File: config.mk
export PLATFORM = sky130hd
export DESIGN_NAME = sebs_sequencer
export DESIGN_NICKNAME = d
export VERILOG_FILES = /design/src/sebs_pkg.sv /design/src/sebs_sequencer.sv /design/src/sebs_timer.sv
export SDC_FILE = /design/constraint.sdc
export NUM_CORES = 1
export LEC_CHECK = 0
export BUFFER_PORTS_ARGS = -buffer_cell sky130_fd_sc_hd__buf_2
export CAP_MARGIN = 10
export CORE_ASPECT_RATIO = 0.9
export CORE_MARGIN = 3
export CORE_UTILIZATION = 40
export DETAILED_ROUTE_END_ITERATION = 8
export GPL_TIMING_DRIVEN = 0
export PLACE_DENSITY_LB_ADDON = 0.1
export RECOVER_POWER = 100
export SLEW_MARGIN = 20
export SYNTH_ARGS = -nofsm -noshare
export SYNTH_HDL_FRONTEND = slang
export SYNTH_SLANG_ARGS = --single-unit
File: constraint.sdc
create_clock -name clock -period 4.96 [get_ports clock]
set_clock_uncertainty 0.15 [all_clocks]
set_input_delay 0.744 -clock clock [delete_from_list [all_inputs] [get_ports clock]]
set_output_delay 0.744 -clock clock [all_outputs]
set_load 0.02 [all_outputs]
File: src/sebs_pkg.sv
`default_nettype none
package sebs_pkg;
  // control clock
  localparam int unsigned CLOCK_HZ       = 25000000;
  // dynamic brake release lead before power-up, about 2 ms
  localparam int unsigned DB_LEAD_US     = 2000;
  localparam int unsigned DB_LEAD_CYC    = DB_LEAD_US * (CLOCK_HZ / 1000000);
  // power-up to brake release request, about 4 ms
  localparam int unsigned RELEASE_US     = 4000;
  localparam int unsigned RELEASE_CYC    = RELEASE_US * (CLOCK_HZ / 1000000);
  // one unit of the programmed brake timings, 1 ms
  localparam int unsigned TICK_US        = 1000;
  localparam int unsigned TICK_CYC       = TICK_US * (CLOCK_HZ / 1000000);
  // servo-on speed threshold, 30 mm/s
  localparam logic [15:0] ON_SPEED_MMS   = 16'h001e;
  // command warning code
  localparam logic [7:0]  WARN_CMD       = 8'hb1;
  localparam logic [7:0]  WARN_NONE      = 8'h00;
  // option code for dynamic brake: 0 = free run, else dynamic brake engaged
  localparam logic [2:0]  OPT_FREE_RUN   = 3'h0;
  // fault codes
  localparam logic [1:0]  FAULT_NONE     = 2'h0;
  localparam logic [1:0]  FAULT_EXT      = 2'h1;
  localparam logic [1:0]  FAULT_POWER    = 2'h2;

  // sequencer states, gray along off -> wait -> energise -> on
  typedef enum logic [2:0] {
    SEBS_OFF     = 3'b000,
    SEBS_DBREL   = 3'b001,
    SEBS_POWERUP = 3'b011,
    SEBS_ON      = 3'b010,
    SEBS_STOPOFF = 3'b110,
    SEBS_RUNOFF  = 3'b111,
    SEBS_COAST   = 3'b101,
    SEBS_FAULT   = 3'b100
  } sebs_state_t;
endpackage
`default_nettype wire

File: src/sebs_sequencer.sv
`timescale 1ns/1ps
`default_nettype none
// How it works
// - Servo on is only entered while measured speed is at or below 30 mm/s.
// - A servo on command in the off state while the motor moves above 30 mm/s raises warning B1 and waits until the speed is at or below 30 mm/s.
// - The brake release output is the OR of the internal and network release requests.
// - After servo off or a fault in motion the release drops at the earlier of the delay or the speed threshold.
// - A servo on reasserted during deceleration is not honoured until the motor has stopped.
// - On servo off the dynamic brake follows the disable option code.
// - On a fault while on the dynamic brake follows the fault reaction option code until the motor stops, then engages.
// - After fault reset the drive goes off and starts again while servo on is high, with no fresh command edge needed.
// - Loss of main power while on is a power fault and takes the fault shutdown path.
// - Servo off at rest waits the stopped brake time before dropping release and power.
// - The network brake bit counts only when its mask is set; 0 releases, 1 engages.
// - A network brake engage while servo on raises warning B1.
module sebs_sequencer #(
  parameter int unsigned TW          = 24,
  parameter int unsigned DB_LEAD_CYC = sebs_pkg::DB_LEAD_CYC,
  parameter int unsigned RELEASE_CYC = sebs_pkg::RELEASE_CYC,
  parameter int unsigned TICK_CYC    = sebs_pkg::TICK_CYC
) (
  input  wire logic        clock,
  input  wire logic        rstn,
  input  wire logic        servoOnCmd,
  input  wire logic        faultIn,
  input  wire logic        mainPowerOk,
  input  wire logic        faultReset,
  input  wire logic [15:0] motorSpeed,
  input  wire logic [15:0] stoppedBrakeTime,
  input  wire logic [15:0] movingBrakeDelayPeriod,
  input  wire logic [15:0] movingBrakeSpeed,
  input  wire logic [2:0]  disableOption,
  input  wire logic [2:0]  faultOption,
  input  wire logic        netBrakeSet,
  input  wire logic        netBrakeMask,
  output logic             holdingBrakeReleaseOut,
  output logic             dynamicShortBrake,
  output logic             motorPower,
  output logic             servoIsOn,
  output logic             faultActive,
  output logic [1:0]       faultCode,
  output logic [7:0]       warningCode,
  output logic             warningPulse
);
  // ------------------------------------------------------------
  // reset release
  // ------------------------------------------------------------
  logic rstSync1;
  logic rstSync2;
  always_ff @(posedge clock or negedge rstn) begin
    if (!rstn) begin
      rstSync1 <= 1'b0;
      rstSync2 <= 1'b0;
    end else begin
      rstSync1 <= 1'b1;
      rstSync2 <= rstSync1;
    end
  end

  // elaboration check: every step load must fit the step timer
  if (TW < 24 || (DB_LEAD_CYC >> TW) != 0 || (RELEASE_CYC >> TW) != 0 ||
      (TICK_CYC >> TW) != 0) begin : g_badTiming
    $error("timer width too small for the step times");
  end

  // ------------------------------------------------------------
  // timing
  // ------------------------------------------------------------
  // step times in clock cycles, shortened only by a bench
  localparam logic [TW-1:0] DB_LEAD_LD  = TW'(DB_LEAD_CYC);
  localparam logic [TW-1:0] RELEASE_LD  = TW'(RELEASE_CYC);
  localparam logic [TW-1:0] TICK_LD     = TW'(TICK_CYC);

  sebs_pkg::sebs_state_t state;
  sebs_pkg::sebs_state_t next_state;
  logic        tmrLoad;
  logic [TW-1:0] tmrValue;
  logic        tmrDone;
  logic [15:0] msCount;
  logic [15:0] next_msCount;
  logic        seqRelease;
  logic        next_seqRelease;
  logic        dbEngaged;
  logic        next_dbEngaged;
  logic        power;
  logic        next_power;
  logic        fault;
  logic        next_fault;
  logic [1:0]  fcode;
  logic [1:0]  next_fcode;
  logic [7:0]  warn;
  logic [7:0]  next_warn;
  logic        warnP;
  logic        next_warnP;
  logic        onCmdPrev;
  logic        speedLow;
  logic        stopped;
  logic        onRise;
  logic        netEngage;

  sebs_timer #(.WIDTH(TW)) stepTimer (
    .clock (clock),
    .rstn  (rstSync2),
    .load  (tmrLoad),
    .value (tmrValue),
    .done  (tmrDone)
  );

  assign speedLow  = motorSpeed <= sebs_pkg::ON_SPEED_MMS;
  assign stopped   = motorSpeed == 16'h0000;
  assign onRise    = servoOnCmd && !onCmdPrev;
  assign netEngage = netBrakeMask && netBrakeSet;

  // ------------------------------------------------------------
  // sequencer next state
  // ------------------------------------------------------------
  always_comb begin
    next_state      = state;
    next_msCount    = msCount;
    next_seqRelease = seqRelease;
    next_dbEngaged  = dbEngaged;
    next_power      = power;
    next_fault      = fault;
    next_fcode      = fcode;
    next_warn       = warn;
    next_warnP      = 1'b0;
    tmrLoad         = 1'b0;
    tmrValue        = TICK_LD;
    if (netBrakeMask && netBrakeSet && power) begin
      next_warn  = sebs_pkg::WARN_CMD;
      next_warnP = 1'b1;
    end
    case (state)
      sebs_pkg::SEBS_OFF: begin
        next_power      = 1'b0;
        next_seqRelease = 1'b0;
        if (onRise && !speedLow) begin
          next_warn  = sebs_pkg::WARN_CMD;
          next_warnP = 1'b1;
        end else if (servoOnCmd && speedLow && !fault) begin
          next_dbEngaged = 1'b0;
          tmrLoad        = 1'b1;
          tmrValue       = DB_LEAD_LD;
          next_state     = sebs_pkg::SEBS_DBREL;
        end
      end
      sebs_pkg::SEBS_DBREL: begin
        if (tmrDone) begin
          next_power = 1'b1;
          tmrLoad    = 1'b1;
          tmrValue   = RELEASE_LD;
          next_state = sebs_pkg::SEBS_POWERUP;
        end
      end
      sebs_pkg::SEBS_POWERUP: begin
        if (tmrDone) begin
          next_seqRelease = 1'b1;
          next_state      = sebs_pkg::SEBS_ON;
        end
      end
      sebs_pkg::SEBS_ON: begin
        if (!servoOnCmd) begin
          next_msCount = 16'h0000;
          tmrLoad      = 1'b1;
          next_dbEngaged = disableOption != sebs_pkg::OPT_FREE_RUN;
          next_state     = speedLow ? sebs_pkg::SEBS_STOPOFF : sebs_pkg::SEBS_RUNOFF;
        end
      end
      sebs_pkg::SEBS_STOPOFF: begin
        if (tmrDone) begin
          tmrLoad      = 1'b1;
          next_msCount = msCount + 16'h0001;
        end
        if (msCount >= stoppedBrakeTime) begin
          next_seqRelease = 1'b0;
          next_power      = 1'b0;
          next_state      = sebs_pkg::SEBS_OFF;
        end
      end
      sebs_pkg::SEBS_RUNOFF: begin
        next_power = 1'b0;
        if (tmrDone) begin
          tmrLoad      = 1'b1;
          next_msCount = msCount + 16'h0001;
        end
        if (msCount >= movingBrakeDelayPeriod || motorSpeed < movingBrakeSpeed) begin
          next_seqRelease = 1'b0;
          next_state      = sebs_pkg::SEBS_COAST;
        end
      end
      sebs_pkg::SEBS_COAST: begin
        if (stopped) begin
          next_state = fault ? sebs_pkg::SEBS_FAULT : sebs_pkg::SEBS_OFF;
        end
      end
      sebs_pkg::SEBS_FAULT: begin
        next_power      = 1'b0;
        next_seqRelease = 1'b0;
        if (faultReset && !faultIn && mainPowerOk) begin
          next_fault = 1'b0;
          next_fcode = sebs_pkg::FAULT_NONE;
          next_state = sebs_pkg::SEBS_OFF;
        end
      end
      default: begin
        next_state = sebs_pkg::SEBS_OFF;
      end
    endcase
    // power loss or an external fault while energised is a fault
    if (power && !fault && (faultIn || !mainPowerOk)) begin
      next_fault     = 1'b1;
      next_fcode     = faultIn ? sebs_pkg::FAULT_EXT : sebs_pkg::FAULT_POWER;
      next_power     = 1'b0;
      next_msCount   = 16'h0000;
      tmrLoad        = 1'b1;
      tmrValue       = TICK_LD;
      next_dbEngaged = faultOption != sebs_pkg::OPT_FREE_RUN;
      next_state     = sebs_pkg::SEBS_RUNOFF;
    end
    if (state == sebs_pkg::SEBS_COAST && stopped && fault) begin
      next_dbEngaged = 1'b1;
    end
  end

  // ------------------------------------------------------------
  // sequencer registers
  // ------------------------------------------------------------
  always_ff @(posedge clock or negedge rstSync2) begin
    if (!rstSync2) begin
      state      <= sebs_pkg::SEBS_OFF;
      msCount    <= 16'h0000;
      seqRelease <= 1'b0;
      dbEngaged  <= 1'b1;
      power      <= 1'b0;
      fault      <= 1'b0;
      fcode      <= sebs_pkg::FAULT_NONE;
      warn       <= sebs_pkg::WARN_NONE;
      warnP      <= 1'b0;
      onCmdPrev  <= 1'b0;
    end else begin
      state      <= next_state;
      msCount    <= next_msCount;
      seqRelease <= next_seqRelease;
      dbEngaged  <= next_dbEngaged;
      power      <= next_power;
      fault      <= next_fault;
      fcode      <= next_fcode;
      warn       <= next_warn;
      warnP      <= next_warnP;
      onCmdPrev  <= servoOnCmd;
    end
  end

  // ------------------------------------------------------------
  // outputs
  // ------------------------------------------------------------
  // release is OR of requests
  assign holdingBrakeReleaseOut = seqRelease || (netBrakeMask && !netEngage);
  assign dynamicShortBrake      = dbEngaged;
  assign motorPower             = power;
  assign servoIsOn              = state == sebs_pkg::SEBS_ON;
  assign faultActive            = fault;
  assign faultCode              = fcode;
  assign warningCode            = warn;
  assign warningPulse           = warnP;
endmodule
`default_nettype wire

File: src/sebs_timer.sv
`timescale 1ns/1ps
`default_nettype none
// down counter: load then count to zero, done is a level at zero
module sebs_timer #(
  parameter int unsigned WIDTH = 24
) (
  input  wire logic             clock,
  input  wire logic             rstn,
  input  wire logic             load,
  input  wire logic [WIDTH-1:0] value,
  output logic                  done
);
  logic [WIDTH-1:0] count;
  logic [WIDTH-1:0] next_count;

  // elaboration check on the counter width
  if (WIDTH < 2) begin : g_badWidth
    $error("sebs_timer width too small");
  end

  // next count
  always_comb begin
    next_count = count;
    if (load) begin
      next_count = value;
    end else if (count != '0) begin
      next_count = count - 1'b1;
    end
  end

  // count register
  always_ff @(posedge clock or negedge rstn) begin
    if (!rstn) begin
      count <= '0;
    end else begin
      count <= next_count;
    end
  end

  // done depends on the count only, so a load decided from done makes no loop
  assign done = count == '0;
endmodule
`default_nettype wire
==> flow_summary.toml, run 1 <==
[critical_path]
crit_fanout = 10
cp-start-kind = "flip-flop"
rrSetupSlack_ps = 1490
crit_family = "simple AND/OR/NAND/NOR gates"
required_ps = 5010
critPathCaptureType = "flip-flop"
timing.rr.end = "state[2]"
crit_end = "state[2]"
cp_slowest_stage_delay_ps = 500
r2r_cells = 9
cpMostUsedCell = "clkbuf_1"
path_class = "flip-flop to flip-flop"
r2r_start = "stepTimer.count[11]"
cp-startpoint = "stepTimer.count[11]"
slowest_stage = "or4_1"
path_cells = "or4_1, clkbuf_1, or4_4, nor3_1, clkbuf_1, o22ai_1, nor2_1, a31oi_1, or3_1"
crit_arrival_ps = 3520
worst-path-buf-inv = 2
crit_cells = 9

[synth]
ys.warnings.count = 0
synth_fp_nets = 612
netlist_instances = 485
synthFlopType = "dfrtp_1"
ys_types = 52
ys_async_sr_fraction = 1.00
synth_edf_count = 0
avgSynthCellArea_um2 = 8.72
ys_ff_latch = 61
ys_seq_area_frac = 0.361
syn_area_um2 = 4230

[power]
switching_share = 0.359
power_switching_mw = 0.744
p_int_mw = 1.33
p_clk_frac = 0.313
vdd_drop_max_mv = 0.226
power.density_nw_per_um2 = 404
p_leak_nw = 2.58
comb_power_share = 0.331
total_power_mw = 2.07
p_seq_frac = 0.357

[finish]
drive_above_1_share = 0.163
final_cell_mix = "74 x buf_2, 60 x dfrtp_1, 55 x inv_1"
synthToLayoutAreaGrowth_pct = 21.4
design_area_um2 = 5130
layout_commonest_cell = "buf_2"
nFillCells = 932
finalNetCount = 717
diodes = 0

[sta]
max_freq_mhz = 289
rsz0062_at_grt = "no"
hold-worst-slack_ps = 6.19
layout_setup_ws_ps = 1490
period_needed_ps = 3470
slew_violations = 51
worst_slew_pin_slew_ps = 2700
finalHoldViolCount = 0
max_slew_margin = -0.801
setup_violations = 0
period_share = 0.699
fin_setup_tns_ps = 0

[clock_network]
cts_buffers = 9
htreeDepth = 3
cts_tree = "yes"
clkTransAtPathRegs_ps = 50
ctsLongestPathBuffers = 2
cts_sinks = 61
root_buffer = "clkbuf_16"
clk-insertion-delay-late_ps = 330
cts.repair.resized = 0
postCtsSetupBuffers = 0
postCtsHoldBufs = 0

[worst_hold_path]
hold_class = "flip-flop to asynchronous set/reset pin"

[routing]
met3_length_um = 590
vias_per_cell = 5.27
top_layer = "met4"
postRouteAntennaNets = 0
dr.first_iter.drc_count = 145
m1WireLength_mm = 4.95
wl_per_cell_um = 14.0
drc = 0
vias = 3799
wl_met2_mm = 4.45
drt_wl_total_mm = 10.1
drtPass1Iterations = 4

[placement]
dp_slack_ps = 1740
gp_congestion = 0.859
port_buffers = 93
dp.final_hpwl_mm = 7.80
dpl_cell_area_um2 = 4880

[run_status]
violations = "capacitance limit, slew limit"
status = "finished with violations"

[run]
cap_viol_max_count = 1

[grt]
grt_max_degree = 51
overflow = 0
grt_pass1_wl_mm = 17.6
antenna_found_initial = 0
grt_pass1_vias = 3827
grt_use_total = 0.180

[floorplanning]
core_um2 = 10000
io_pins = 94
dieHeight_um = 104
initial_core_util = 0.423
die_x_um = 114
die-area_um2 = 11800
row_count = 34
power groups by stage:
| stage | clock network (mW) | registers (mW) | logic (mW) |
|---|---|---|---|
| global route | 0.679 | 0.762 | 0.786 |
| CTS | 0.659 | 0.741 | 0.708 |
| detailed placement | 0 | 0.747 | 0.705 |
| finish | 0.648 | 0.740 | 0.685 |
| global placement | 0 | 0.751 | 0.679 |
| floorplan | 0 | 0.763 | 0.471 |
registers in the layout, summed over array words and instances (netlist names), 2 cells and up:
register         flops
warningCode          8
state                3
faultCode            2
stepTimer.count     24
msCount             16
cell families after synthesis:
kind of cell               synth area share
AOI/OAI and AO/OA                     0.158
xor gates and xnor gates             0.0497
adders and majority gates             0.145
buffers and inverters                0.0592
DFF                                   0.361
muxes                               0.00237
other                              0.000887
and+or+nand+nor                       0.223
worst min path at each step:
stage,depth (start not counted),slack [ps],startpoint,endpoint
finish,0,6,rstSync2,warningCode[3]
global route,1,40,rstn,rstSync2
CTS,0,20,rstSync2,warningCode[2]
detailed placement,0,10,rstSync2,warningCode[7]
global placement,0,190,rstSync1,rstSync2
floorplan,0,180,rstSync1,rstSync2
through the flow:
| step | utilization | std cells |
|---|---|---|
| finish | 0.513 | 721 |
| global route | 0.513 | 721 |
| CTS | 0.520 | 721 |
| detailed placement | 0.488 | 705 |
| global placement | 0.485 | 704 |
| floorplan | - | 485 |
per-layer routing:
metal	GRT usage	vias up
li1	-	1954
met1	0.258	1732
met2	0.278	104
met3	0.0350	9
met4	0.0466	0
met5	0	-
final cells by class:
type	count	area (um^2)	area share
clock inverters	3	42.5	0.00829
well taps	126	158	0.0307
flip-flops and latches	61	1530	0.298
clock buffers	13	270	0.0527
multi-input cells	359	2440	0.476
plain buffers	10	37.5	0.00731
inverters	55	206	0.0402
repair buffers	94	445	0.0868
Yosys cell counts, types with 4 or more instances:
cell type,number,area (um^2)
o22ai_1,4,25.0
xor2_1,11,96.3
dfrtp_1,60,1500
clkbuf_1,7,26.3
nand2_1,34,128
ha_1,49,613
nor2b_1,7,43.8
and3_1,9,56.3
and2_1,6,37.5
a21o_1,5,37.5
inv_1,55,206
o21ai_0,34,170
nand3_1,12,60.1
o31ai_1,9,67.6
or3_1,8,50.1
nand2b_1,12,75.1
nor3_1,15,75.1
and4_1,4,35.0
nor2_1,34,128
nor4_1,12,75.1
xnor2_1,13,114
nand4_1,9,56.3
a31oi_1,8,50.1
a21oi_1,25,125
(Power assumes the default switching activity.)
==> inputs of run 2 (changes only) <==
==> constraint.sdc (replaced) <==
create_clock -name clock -period 3.25 [get_ports clock]
set_clock_uncertainty 0.15 [all_clocks]
set_input_delay 0.4875 -clock clock [delete_from_list [all_inputs] [get_ports clock]]
set_output_delay 0.4875 -clock clock [all_outputs]
set_load 0.02 [all_outputs]
==> flow_summary.toml, run 2 (synthesis results as in run 1) <==
[run_status]
status = "finished, final reports clean"

[finish]
design_area_um2 = 5170
diodes = 0
finalNetCount = 718
post-route-util = 0.518
final_cells = 722
final_cell_mix = "75 x buf_2, 60 x dfrtp_1, 55 x inv_1"
layout_commonest_cell = "buf_2"
synthToLayoutAreaGrowth_pct = 22.4
drive_above_1_share = 0.180
largest_reg_flops = 24
largest-register = "stepTimer.count"

[clock_network]
clk-insertion-delay-late_ps = 330
postCtsSetupBuffers = 0
cts_sinks = 61
ctsLongestPathBuffers = 2
htreeDepth = 3
cts_tree = "yes"
cts_buffers = 9
clkTransAtPathRegs_ps = 50
root_buffer = "clkbuf_16"

[critical_path]
rrSetupSlack_ps = 180
critPathCaptureType = "flip-flop"
crit_fanout = 10
timing.rr.end = "state[2]"
cp-start-kind = "flip-flop"
crit_end = "state[2]"
r2r_cells = 9
cp-startpoint = "stepTimer.count[11]"
required_ps = 3300
r2r_start = "stepTimer.count[11]"
crit_arrival_ps = 3130
path_class = "flip-flop to flip-flop"

[sta]
rsz0062_at_grt = "no"
fin_setup_tns_ps = 0
period_share = 0.945
max_slew_margin = 0.164
slew_violations = 0
max_freq_mhz = 326
period_needed_ps = 3070
hold-worst-slack_ps = 6.86
setup_violations = 0
worst_slew_pin_slew_ps = 1250
layout_setup_ws_ps = 178
finalHoldViolCount = 0

[worst_hold_path]
hold_class = "flip-flop to asynchronous set/reset pin"

[placement]
dp.final_hpwl_mm = 7.80
dp_cells = 705
dp_slack_ps = 64.4
dpl_cell_area_um2 = 4880
gp_congestion = 0.859
port_buffers = 93

[floorplanning]
die-area_um2 = 11800
die_x_um = 114
core_um2 = 10000
dieHeight_um = 104
row_count = 34
initial_core_util = 0.423
io_pins = 94

[grt]
grt_max_degree = 51
antenna_found_initial = 0
overflow = 0
grt_pass1_vias = 3837
grt_pass1_wl_mm = 17.6
grt_use_total = 0.180

[routing]
wl_per_cell_um = 14.1
drc = 0
postRouteAntennaNets = 0
drt_wl_total_mm = 10.2
vias = 3819
dr.first_iter.drc_count = 151
vias_per_cell = 5.29
drtPass1Iterations = 4

[power]
vdd_drop_max_mv = 0.346
p_leak_nw = 2.60
p_clk_frac = 0.310
p_seq_frac = 0.355
power_switching_mw = 1.15
total_power_mw = 3.19
p_int_mw = 2.04
comb_power_share = 0.335
power.density_nw_per_um2 = 616
switching_share = 0.361

[run]
cap_viol_max_count = 0
==> run 2: how the worst min path moves through the flow <==
stage,cells past startpoint,start,slack (ps),end
global placement,1,rstn,120,rstSync1
floorplan,0,rstn,40,rstSync1
global route,0,rstSync2,50,warningCode[7]
finish,0,rstSync2,7,warningCode[3]
CTS,0,rstSync2,20,warningCode[2]
detailed placement,0,rstSync2,10,warningCode[7]
==> run 2: critical path, cell delays in order (launching register included) <==
cell and delay (ps):
dfrtp_1 410, or4_1 500, buf_2 160, or4_4 450, nor3_2 240, clkbuf_2 320
o22ai_1 140, nor2_2 150, a31oi_1 100, or3_1 330
==> run 2: metal layers <==
metal	wire length, um	global-route usage
met1	4910	0.258
met2	4520	0.280
met3	643	0.0350
met4	110	0.0466
met5	0	0
==> run 2: area by class of cell <==
class / count / area, um^2
Fill cell: 927 / 4820
Multi-Input combinational cell: 359 / 2470
Sequential cell: 61 / 1530
Timing Repair Buffer: 95 / 457
Clock buffer: 13 / 270
Inverter: 55 / 206
Tap cell: 126 / 158
Clock inverter: 3 / 42.5
Buffer: 10 / 41.3
==> run 2: power groups by stage <==
stage / combinational [mW] / sequential (mW) / clock, mW
final: 1.07 / 1.13 / 0.989
after global placement: 1.04 / 1.15 / 0
after CTS: 1.08 / 1.13 / 1.01
after global routing: 1.22 / 1.17 / 1.04
after floorplan: 0.719 / 1.17 / 0
after detailed placement: 1.08 / 1.14 / 0
==> run 2: timing repair <==
item	4_1_cts	5_1_grt
resized for setup	0	3
endpoints found under the setup margin	0	27
hold endpoints to repair	2	0
hold buffers	1	0
